==> src/hdl/etc_defs.svh <==
`ifndef ETC_DEFS_SVH
`define ETC_DEFS_SVH

`define ETC_CLK_MHZ 100
`define ETC_US_CYCLES (`ETC_CLK_MHZ)
`define ETC_ADDR_TRIG_SEL 4'h0
`define ETC_ADDR_EXP_MODE 4'h1
`define ETC_ADDR_POLARITY 4'h2
`define ETC_ADDR_EXP_TIME 4'h3
`define ETC_ADDR_DELAY 4'h4
`define ETC_ADDR_TIMER_DUR 4'h5
`define ETC_ADDR_ROI_W 4'h6
`define ETC_ADDR_ROI_H 4'h7
`define ETC_ADDR_LANES 4'h8
`define ETC_ADDR_RUN 4'h9
`define ETC_ADDR_STATUS 4'hA
`define ETC_ADDR_FRAMES 4'hB
`define ETC_RST_EXP_TIME 32'h0000_03E8
`define ETC_RST_ROI_W 16'h1400
`define ETC_RST_ROI_H 16'h1000
`define ETC_RST_TRIG_SEL 2'h1
`define ETC_RST_LANES 3'h1
`define ETC_PIX_PER_LANE_CYC 8'h08
`define ETC_ST_WAIT_BIT 0
`define ETC_ST_EXP_BIT 1
`define ETC_ST_RD_BIT 2
`define ETC_ST_DLY_BIT 3

`endif

==> src/hdl/etc_pkg.sv <==
package etc_pkg;
  typedef enum logic [1:0] {
    ETC_SRC_LINK = 2'h0,
    ETC_SRC_LINE = 2'h1,
    ETC_SRC_DELAYED = 2'h2
  } etc_src_t;
  typedef enum logic [3:0] {
    ETC_EXP_IDLE = 4'h1,
    ETC_EXP_DELAY = 4'h2,
    ETC_EXP_TIMED = 4'h4,
    ETC_EXP_WIDTH = 4'h8
  } etc_exp_state_t;
endpackage

==> src/hdl/etc_readout.sv <==
`timescale 1ns/1ps
`default_nettype none
`include "etc_defs.svh"
module etc_readout
  import etc_pkg::*;
(
  input wire logic clk,
  input wire logic rst,
  input wire logic start,
  input wire logic [15:0] roiWidth,
  input wire logic [15:0] roiHeight,
  input wire logic [2:0] laneCount,
  output logic busy,
  output logic lineStrobe,
  output logic done
);
  logic [15:0] lineCnt_r, lineCnt_nxt;
  logic [15:0] pixCnt_r, pixCnt_nxt;
  logic busy_r, busy_nxt;

  // Each cycle advances more pixels when more lanes are in use.
  always_comb
  begin
    lineCnt_nxt = lineCnt_r;
    pixCnt_nxt = pixCnt_r;
    busy_nxt = busy_r;
    lineStrobe = 1'b0;
    done = 1'b0;
    if (start)
    begin
      busy_nxt = 1'b1;
      lineCnt_nxt = 16'h0000;
      pixCnt_nxt = 16'h0000;
    end
    else if (busy_r)
    begin
      if ({3'h0, pixCnt_r} + ({11'h000, `ETC_PIX_PER_LANE_CYC} * {16'h0000, laneCount}) >= {3'h0, roiWidth})
      begin
        pixCnt_nxt = 16'h0000;
        lineStrobe = 1'b1;
        if (lineCnt_r + 16'h0001 >= roiHeight)
        begin
          busy_nxt = 1'b0;
          done = 1'b1;
        end
        else
          lineCnt_nxt = lineCnt_r + 16'h0001;
      end
      else
        pixCnt_nxt = 16'(pixCnt_r + 16'(`ETC_PIX_PER_LANE_CYC * laneCount));
    end
  end

  always_ff @(posedge clk or posedge rst)
  begin
    if (rst)
    begin
      lineCnt_r <= 16'h0000;
      pixCnt_r <= 16'h0000;
      busy_r <= 1'b0;
    end
    else
    begin
      lineCnt_r <= lineCnt_nxt;
      pixCnt_r <= pixCnt_nxt;
      busy_r <= busy_nxt;
    end
  end

  assign busy = busy_r;
endmodule // etc_readout
`default_nettype wire

==> src/hdl/etc_exposure_trigger_controller.sv <==
// Overview of operation
// - Delayed source waits programmed microseconds first.
// - Two styles: fixed duration, pulse width.
// - Fixed style: selected edge, programmed duration.
// - Fixed style ignores triggers during exposure.
// - Width style exposes between opposite edges.
// - New exposure may overlap running readout.
// - Overlap needs no control bit.
// - All lines start and stop together.
// - Readout starts right after exposure ends.
// - Exposure window output follows exposure.
// - Frame never shorter than exposure.
// - Readout time scales with region size.
// - More lanes give faster readout.
// - Polarity picks the starting edge.
// - Waiting status drops, then returns automatically.
// - Delayed width style uses timer duration.
`timescale 1ns/1ps
`default_nettype none
`include "etc_defs.svh"
module etc_exposure_trigger_controller
  import etc_pkg::*;
(
  input wire logic clk,
  input wire logic rst,
  input wire logic [3:0] regAddr,
  input wire logic [31:0] regWdata,
  input wire logic regWr,
  input wire logic regRd,
  output logic [31:0] regRdata,
  input wire logic controlInputLine,
  input wire logic linkTrigger,
  output logic exposureActive,
  output logic allLinesExpose,
  output logic readoutActive,
  output logic readoutLineStrobe,
  output logic waitingForTrigger
);
  logic [1:0] trigSel_r, trigSel_nxt;
  logic expModeWidth_r, expModeWidth_nxt;
  logic polFalling_r, polFalling_nxt;
  logic [31:0] expTime_r, expTime_nxt;
  logic [31:0] delayUs_r, delayUs_nxt;
  logic [31:0] timerDur_r, timerDur_nxt;
  logic [15:0] roiW_r, roiW_nxt;
  logic [15:0] roiH_r, roiH_nxt;
  logic [2:0] lanes_r, lanes_nxt;
  logic run_r, run_nxt;
  logic [31:0] rdata_r, rdata_nxt;
  logic [31:0] frames_r, frames_nxt;
  logic lineSync1_r, lineSync2_r, lineLast_r, linkLast_r;
  logic lineSync1_nxt, lineSync2_nxt, lineLast_nxt, linkLast_nxt;
  etc_exp_state_t st_r, st_nxt;
  logic [31:0] cnt_r, cnt_nxt;
  logic [6:0] usDiv_r, usDiv_nxt;
  logic selLevel, selLast, startEdge, endEdge, rdBusy, rdStart, usTick;

  // Write decode of the configuration registers.
  always_comb
  begin
    trigSel_nxt = trigSel_r;
    expModeWidth_nxt = expModeWidth_r;
    polFalling_nxt = polFalling_r;
    expTime_nxt = expTime_r;
    delayUs_nxt = delayUs_r;
    timerDur_nxt = timerDur_r;
    roiW_nxt = roiW_r;
    roiH_nxt = roiH_r;
    lanes_nxt = lanes_r;
    run_nxt = run_r;
    if (regWr)
    begin
      case (regAddr)
        `ETC_ADDR_TRIG_SEL: trigSel_nxt = regWdata[1:0];
        `ETC_ADDR_EXP_MODE: expModeWidth_nxt = regWdata[0];
        `ETC_ADDR_POLARITY: polFalling_nxt = regWdata[0];
        `ETC_ADDR_EXP_TIME: expTime_nxt = regWdata;
        `ETC_ADDR_DELAY: delayUs_nxt = regWdata;
        `ETC_ADDR_TIMER_DUR: timerDur_nxt = regWdata;
        `ETC_ADDR_ROI_W: roiW_nxt = regWdata[15:0];
        `ETC_ADDR_ROI_H: roiH_nxt = regWdata[15:0];
        `ETC_ADDR_LANES: lanes_nxt = (regWdata[2:0] == 3'h0) ? 3'h1 : regWdata[2:0];
        `ETC_ADDR_RUN: run_nxt = regWdata[0];
        default: ;
      endcase
    end
  end

  // Read data register; it stands for one cycle after the read strobe.
  always_comb
  begin
    rdata_nxt = 32'h0000_0000;
    if (regRd)
    begin
      case (regAddr)
        `ETC_ADDR_TRIG_SEL: rdata_nxt = {30'h0, trigSel_r};
        `ETC_ADDR_EXP_MODE: rdata_nxt = {31'h0, expModeWidth_r};
        `ETC_ADDR_POLARITY: rdata_nxt = {31'h0, polFalling_r};
        `ETC_ADDR_EXP_TIME: rdata_nxt = expTime_r;
        `ETC_ADDR_DELAY: rdata_nxt = delayUs_r;
        `ETC_ADDR_TIMER_DUR: rdata_nxt = timerDur_r;
        `ETC_ADDR_ROI_W: rdata_nxt = {16'h0, roiW_r};
        `ETC_ADDR_ROI_H: rdata_nxt = {16'h0, roiH_r};
        `ETC_ADDR_LANES: rdata_nxt = {29'h0, lanes_r};
        `ETC_ADDR_RUN: rdata_nxt = {31'h0, run_r};
        `ETC_ADDR_STATUS: rdata_nxt = {28'h0, st_r == ETC_EXP_DELAY, rdBusy, exposureActive, waitingForTrigger};
        `ETC_ADDR_FRAMES: rdata_nxt = frames_r;
        default: rdata_nxt = 32'h0000_0000;
      endcase
    end
  end

  always_ff @(posedge clk or posedge rst)
  begin
    if (rst)
    begin
      trigSel_r <= `ETC_RST_TRIG_SEL;
      expModeWidth_r <= 1'b0;
      polFalling_r <= 1'b0;
      expTime_r <= `ETC_RST_EXP_TIME;
      delayUs_r <= 32'h0000_0000;
      timerDur_r <= `ETC_RST_EXP_TIME;
      roiW_r <= `ETC_RST_ROI_W;
      roiH_r <= `ETC_RST_ROI_H;
      lanes_r <= `ETC_RST_LANES;
      run_r <= 1'b0;
    end
    else
    begin
      trigSel_r <= trigSel_nxt;
      expModeWidth_r <= expModeWidth_nxt;
      polFalling_r <= polFalling_nxt;
      expTime_r <= expTime_nxt;
      delayUs_r <= delayUs_nxt;
      timerDur_r <= timerDur_nxt;
      roiW_r <= roiW_nxt;
      roiH_r <= roiH_nxt;
      lanes_r <= lanes_nxt;
      run_r <= run_nxt;
    end
  end

  always_ff @(posedge clk or posedge rst)
  begin
    if (rst)
      rdata_r <= 32'h0000_0000;
    else
      rdata_r <= rdata_nxt;
  end

  assign regRdata = rdata_r;

  // Trigger synchroniser and history of the selected level.
  always_comb
  begin
    lineSync1_nxt = controlInputLine;
    lineSync2_nxt = lineSync1_r;
    lineLast_nxt = lineSync2_r;
    linkLast_nxt = linkTrigger;
  end

  always_ff @(posedge clk or posedge rst)
  begin
    if (rst)
    begin
      lineSync1_r <= 1'b0;
      lineSync2_r <= 1'b0;
      lineLast_r <= 1'b0;
      linkLast_r <= 1'b0;
    end
    else
    begin
      lineSync1_r <= lineSync1_nxt;
      lineSync2_r <= lineSync2_nxt;
      lineLast_r <= lineLast_nxt;
      linkLast_r <= linkLast_nxt;
    end
  end

  always_comb
  begin
    selLevel = (trigSel_r == ETC_SRC_LINK) ? linkTrigger : lineSync2_r;
    selLast = (trigSel_r == ETC_SRC_LINK) ? linkLast_r : lineLast_r;
    startEdge = polFalling_r ? (selLast & ~selLevel) : (~selLast & selLevel);
    endEdge = polFalling_r ? (~selLast & selLevel) : (selLast & ~selLevel);
  end

  // One-cycle enable per microsecond from the divider of the timed states.
  assign usTick = (usDiv_r == 7'(`ETC_US_CYCLES - 1));

  // Exposure state machine; readout runs separately, so overlap is free.
  always_comb
  begin
    st_nxt = st_r;
    cnt_nxt = cnt_r;
    usDiv_nxt = usDiv_r;
    frames_nxt = frames_r;
    rdStart = 1'b0;
    case (st_r)
      ETC_EXP_IDLE:
      begin
        if (run_r && startEdge)
        begin
          if (trigSel_r == ETC_SRC_DELAYED && delayUs_r != 32'h0)
          begin
            st_nxt = ETC_EXP_DELAY;
            cnt_nxt = delayUs_r;
            usDiv_nxt = 7'h00;
          end
          else if (expModeWidth_r && trigSel_r != ETC_SRC_DELAYED)
            st_nxt = ETC_EXP_WIDTH;
          else
          begin
            st_nxt = ETC_EXP_TIMED;
            cnt_nxt = (expModeWidth_r ? timerDur_r : expTime_r);
            usDiv_nxt = 7'h00;
          end
        end
      end
      ETC_EXP_DELAY:
      begin
        usDiv_nxt = usTick ? 7'h00 : usDiv_r + 7'h01;
        if (usTick)
        begin
          if (cnt_r <= 32'h1)
          begin
            st_nxt = ETC_EXP_TIMED;
            cnt_nxt = (expModeWidth_r ? timerDur_r : expTime_r);
          end
          else
            cnt_nxt = cnt_r - 32'h1;
        end
      end
      ETC_EXP_TIMED:
      begin
        // Further start edges are ignored here.
        usDiv_nxt = usTick ? 7'h00 : usDiv_r + 7'h01;
        if (usTick)
        begin
          if (cnt_r <= 32'h1)
          begin
            st_nxt = ETC_EXP_IDLE;
            rdStart = 1'b1;
            frames_nxt = frames_r + 32'h1;
          end
          else
            cnt_nxt = cnt_r - 32'h1;
        end
      end
      ETC_EXP_WIDTH:
      begin
        if (endEdge)
        begin
          st_nxt = ETC_EXP_IDLE;
          rdStart = 1'b1;
          frames_nxt = frames_r + 32'h1;
        end
      end
      default: st_nxt = ETC_EXP_IDLE;
    endcase
  end

  always_ff @(posedge clk or posedge rst)
  begin
    if (rst)
    begin
      st_r <= ETC_EXP_IDLE;
      cnt_r <= 32'h0000_0000;
      usDiv_r <= 7'h00;
      frames_r <= 32'h0000_0000;
    end
    else
    begin
      st_r <= st_nxt;
      cnt_r <= cnt_nxt;
      usDiv_r <= usDiv_nxt;
      frames_r <= frames_nxt;
    end
  end

  // Exposure and waiting outputs decode the state register directly; readoutActive follows the readout block.
  always_comb
  begin
    exposureActive = st_r[`ETC_ST_RD_BIT] | st_r[`ETC_ST_DLY_BIT];
    allLinesExpose = exposureActive;
    waitingForTrigger = run_r & (st_r == ETC_EXP_IDLE);
    readoutActive = rdBusy;
  end

  // A start while busy restarts the line count for the newer frame.
  etc_readout u_readout (
    .clk(clk),
    .rst(rst),
    .start(rdStart),
    .roiWidth(roiW_r),
    .roiHeight(roiH_r),
    .laneCount(lanes_r),
    .busy(rdBusy),
    .lineStrobe(readoutLineStrobe),
    .done()
  );
endmodule // etc_exposure_trigger_controller
`default_nettype wire

==> config.mk <==
export PLATFORM = sky130hd
export DESIGN_NAME = etc_exposure_trigger_controller
export DESIGN_NICKNAME = d
export VERILOG_FILES = /design/src/hdl/etc_pkg.sv /design/src/hdl/etc_readout.sv /design/src/hdl/etc_exposure_trigger_controller.sv
export VERILOG_INCLUDE_DIRS = /design/src /design/src/hdl
export SDC_FILE = /design/constraint.sdc
export NUM_CORES = 1
export LEC_CHECK = 0
export BUFFER_PORTS_ARGS = -buffer_cell sky130_fd_sc_hd__buf_2
export CORE_MARGIN = 2
export CORE_UTILIZATION = 60
export DETAILED_ROUTE_END_ITERATION = 16
export PLACE_DENSITY = 0.85
export SLEW_MARGIN = 15
export SYNTH_ARGS = -nofsm -noshare
export SYNTH_HDL_FRONTEND = slang
export SYNTH_SLANG_ARGS = --single-unit
export TNS_END_PERCENT = 50
==> constraint.sdc <==
create_clock -name clk -period 9.08 [get_ports clk]
set_input_delay 0 -clock clk [delete_from_list [all_inputs] [get_ports clk]]
set_output_delay 0 -clock clk [all_outputs]
set_load 0.03 [all_outputs]
==> implementation parameters <==
Parameter                              Value

Run status
  Status    complete, no violations

Yosys
  Count of state elements after synthesis    277
  Cells after synthesis    between 1,000 and 1,500
  Most used standard cells in the synthesized netlist    259 x sky130_fd_sc_hd__dfrtp_1, 135 x sky130_fd_sc_hd__mux2_2, 86 x sky130_fd_sc_hd__nand2_1, 86 x sky130_fd_sc_hd__nor2_1, 73 x sky130_fd_sc_hd__a22oi_1
  Yosys synthesis warning count    0
  Area share of the largest cell type after synthesis    0.441
  Post-Synthesis Net Count    1,475
  Most common cell in the netlist    sky130_fd_sc_hd__dfrtp_1
  Main area contributors after synthesis    sky130_fd_sc_hd__dfrtp_1 44%, sky130_fd_sc_hd__mux2_2 10%, sky130_fd_sc_hd__a22oi_1 3.7%
  Sequential area share after synthesis    0.473
  Cell type with the highest aggregate area in the netlist    sky130_fd_sc_hd__dfrtp_1
  Post-synthesis cell area    0.0147 mm2
  Number of synthesized flops with an enable pin    0
  Avg Synthesized Cell Area    10.5 um2
  Count of different cell masters after synthesis    84
  Share of flip-flops with an asynchronous set or reset after synthesis    1.00
  Post-synth top flop    sky130_fd_sc_hd__dfrtp_1

Clock network
  Clk Tree Root Cell    sky130_fd_sc_hd__clkbuf_16
  TritonCTS clock tree    done
  CTS sink cnt    between 200 and 300
  Clk slew on worst S/H paths    0.06 ns
  Buffer depth of the longest clock path    3
  Hold_buf cts    42
  Worst-skew pair later-pin latency    between 0.5 and 0.6 ns
  Post-cts repair resize count    0
  H-tree depth reported by CTS    1
  Buffers inserted by post-CTS timing repair    0
  Number of buffers inserted during clock tree synthesis    30

Detailed routing
  Detailed-routing wirelength on met1    roughly 16,000 um
  Post-detailed-route wirelength per cell    21.7 um
  Post-detailed-route count of antenna-violating nets    0
  Per-cell via count in the routed design    6.58
  Number of DRC markers after the initial detailed-route iteration    ~1,400
  Number of vias in the routed layout    12,100
  Detailed Routing Iterations Pass 1    6
  Number of design rule violations left after detail routing    0
  Uppermost routed layer    met4
  WL met2    18,800 um
  Met3 WL    3340 um
  WL final    39,900 um

STA
  Maximum achievable frequency    0.202 GHz
  Transition time at the pin with the least slew margin    1.11 ns
  Final Cycle Share    0.545
  Final setup skew    0.00868 ns
  Final setup TNS    0 ns
  Worst Setup Slack, final    between 4 and 5 ns
  Relative slew margins    0.257
  Worst-case hold slack    0.0459 ns
  Shortest clock period the worst path allows after layout    4.95 ns
  RSZ-0062 raised after global routing    false
  Max Transition Viols Final    0
  Final hold viol count    0
  Final setup violation count    0

Global routing
  Initial antenna violation count    0
  Tot GR Track Use    0.311
  Number of global-route vias before repair    12,200
  Total global routing overflow    0
  Largest net degree at the start of global routing    133
  Wire length of the first global-routing pass    64,700 um

Hold path
  Hold WC Path Type    primary input to flip-flop
  Count of cells along the worst hold path    4
  Hold path endpoint    regRdata[3]
  Hold path startpoint    regAddr[0]

Final layout
  Number of nets at the end of the flow    around 1,600
  Area occupied by multi-input gates    0.00723 mm2
  Number of inserted filler cells in the final layout    1,707
  Sequential cell area    0.00696 mm2
  Ratio of cells with drive above 1 in the final layout    0.224
  Syn-to-layout area delta    13.9%
  Antenna fix cells    0
  Final Instance Area    0.0168 mm2

Critical path
  Slowest cell on the critical path    sky130_fd_sc_hd__o21ai_4
  Startpoint Class    flip-flop
  Count of cells along the worst register-to-register path    15
  Endpoint required time on the critical path    9.08 ns
  Critical path capture point type    output port
  Critical path cell sequence    ha_1, inv_1, fa_1, nor2b_1, o2111ai_1, nor2_1, and3_1, xor2_1, ha_1, and3_1, a221o_1, a21o_1, o21ai_4, nor2_1, buf_2
  Critical Path AT    4.95 ns
  Crit Reg-Reg Endpoint    u_readout.pixCnt_r[9]
  Source of the worst register-to-register timing path    lanes_r[0]
  Largest driver fanout on the critical path    34
  Worst setup path startpoint    lanes_r[0]
  Worst reg-to-reg setup slack    4.31 ns
  Category of cells accounting for the largest share of critical-path delay    compound AO/OA/AOI/OAI gates
  Total buffers and inverters traversed by the critical path    2
  Max stage delay on crit path    between 0.6 and 0.7 ns
  Type of the worst setup path    flip-flop to output port

Die
  Number of placement rows    57
  Die ar.    approximately 0.026 mm2
  Vert. Die Dim    161 um
  Total I/O pin count    79
  Placeable core region    0.0242 mm2
  Effective utilization at floorplan    0.608
  Die W    161 um

Power
  PD cells    275 mW/mm2
  Total chip power    4600 uW
  Standby leakage power    between 0.007 and 0.008 uW
  Peak supply drop    0.000174 V

Place
  HPWL Detailed    25,900 um
  Area of placed instances    0.0154 mm2
  Port Buffer Count    78
  GPL Wtd Cong    ~0.92
  Placement Setup Slack    4.50 ns

Job
  Maximum Capacitance Violations    0
power breakdown:
part	switching (uW)	total [uW]	internal [uW]
registers	305	1820	1520
logic	930	1560	627
clock network	505	1220	719
state kept, by name, summed over array words and instances (netlist names), 2 cells and up:
| signal | count |
|---|---|
| regRdata | 32 |
| cnt_r | 32 |
| st_r | 4 |
| usDiv_r | 7 |
| frames_r | 32 |
| trigSel_r | 2 |
| roiW_r | 16 |
| expTime_r | 32 |
| u_readout.pixCnt_r | 13 |
| lanes_r | 3 |
| roiH_r | 16 |
| timerDur_r | 32 |
| u_readout.lineCnt_r | 16 |
| delayUs_r | 32 |
worst reg2reg max path: stages (launching register included):
cell	delay, ns
sky130_fd_sc_hd__dfstp_2	0.55
sky130_fd_sc_hd__ha_1	0.17
sky130_fd_sc_hd__inv_1	0.05
sky130_fd_sc_hd__fa_1	0.42
sky130_fd_sc_hd__nor2b_1	0.17
sky130_fd_sc_hd__o2111ai_1	0.24
sky130_fd_sc_hd__nor2_1	0.33
sky130_fd_sc_hd__and3_1	0.32
sky130_fd_sc_hd__xor2_1	0.19
sky130_fd_sc_hd__ha_1	0.27
sky130_fd_sc_hd__and3_1	0.19
sky130_fd_sc_hd__a221o_1	0.34
sky130_fd_sc_hd__a21o_1	0.26
sky130_fd_sc_hd__nor2_1	0.78
sky130_fd_sc_hd__nand3_1	0.20
sky130_fd_sc_hd__a31oi_1	0.22
worst max path at each step:
stage	to	cells past startpoint
3_5_place_dp	u_readout.pixCnt_r[11]	15
5_1_grt	readoutLineStrobe	15
2_1_floorplan	cnt_r[0]	1
4_1_cts	readoutLineStrobe	15
6_report	readoutLineStrobe	15
3_3_place_gp	u_readout.pixCnt_r[7]	15
cell type report:
cell class / instances / area share
inverter: 49 / 0.0114
sequential: 277 / 0.415
multi-input combinational: 990 / 0.431
tap: 324 / 0.0242
clock inverter: 13 / 0.00709
timing repair buffer: 144 / 0.0591
clock buffer: 42 / 0.0517
metrics by stage:
step	utilization	instances
after global placement	0.635	1742
after detailed placement	0.635	1742
after global routing	0.693	1839
after floorplan	-	1395
final	0.693	1839
after CTS	0.693	1839
metal layers:
metal,track usage,up-vias
li1,-,5362
met1,0.432,5982
met2,0.505,647
met3,0.0483,117
met4,0.106,0
met5,0,-
placed cells by master (no fill, tap or decap), drive strengths merged, types with 9 or more instances in the layout:
cell and n:
inv 48, a21oi 62, o31ai 17, and3 14, a221oi 12, nor4 20, xnor2 41, ha 37
nand2 87, a31oi 26, nor2 87, mux2i 34, a22oi 73, dfstp 18, buf 102, or4 16
dfrtp 259, nand4 23, a211oi 9, xor2 22, dlygate4sd3 42, nor3 43, clkinv 12, clkbuf 42
nand3 35, mux2 135, o21ai 79, nand2b 12
cells by family after synthesis:
kind of cell	count (synthesis)	share of synthesized area
and+or+nand+nor	376	0.133
AOI/OAI and AO/OA	342	0.157
DFF	277	0.473
muxes	171	0.130
buffers and inverters	128	0.0373
xor gates and xnor gates	63	0.0375
adders and majority gates	38	0.0328
Power figures use the tool's default switching activity.
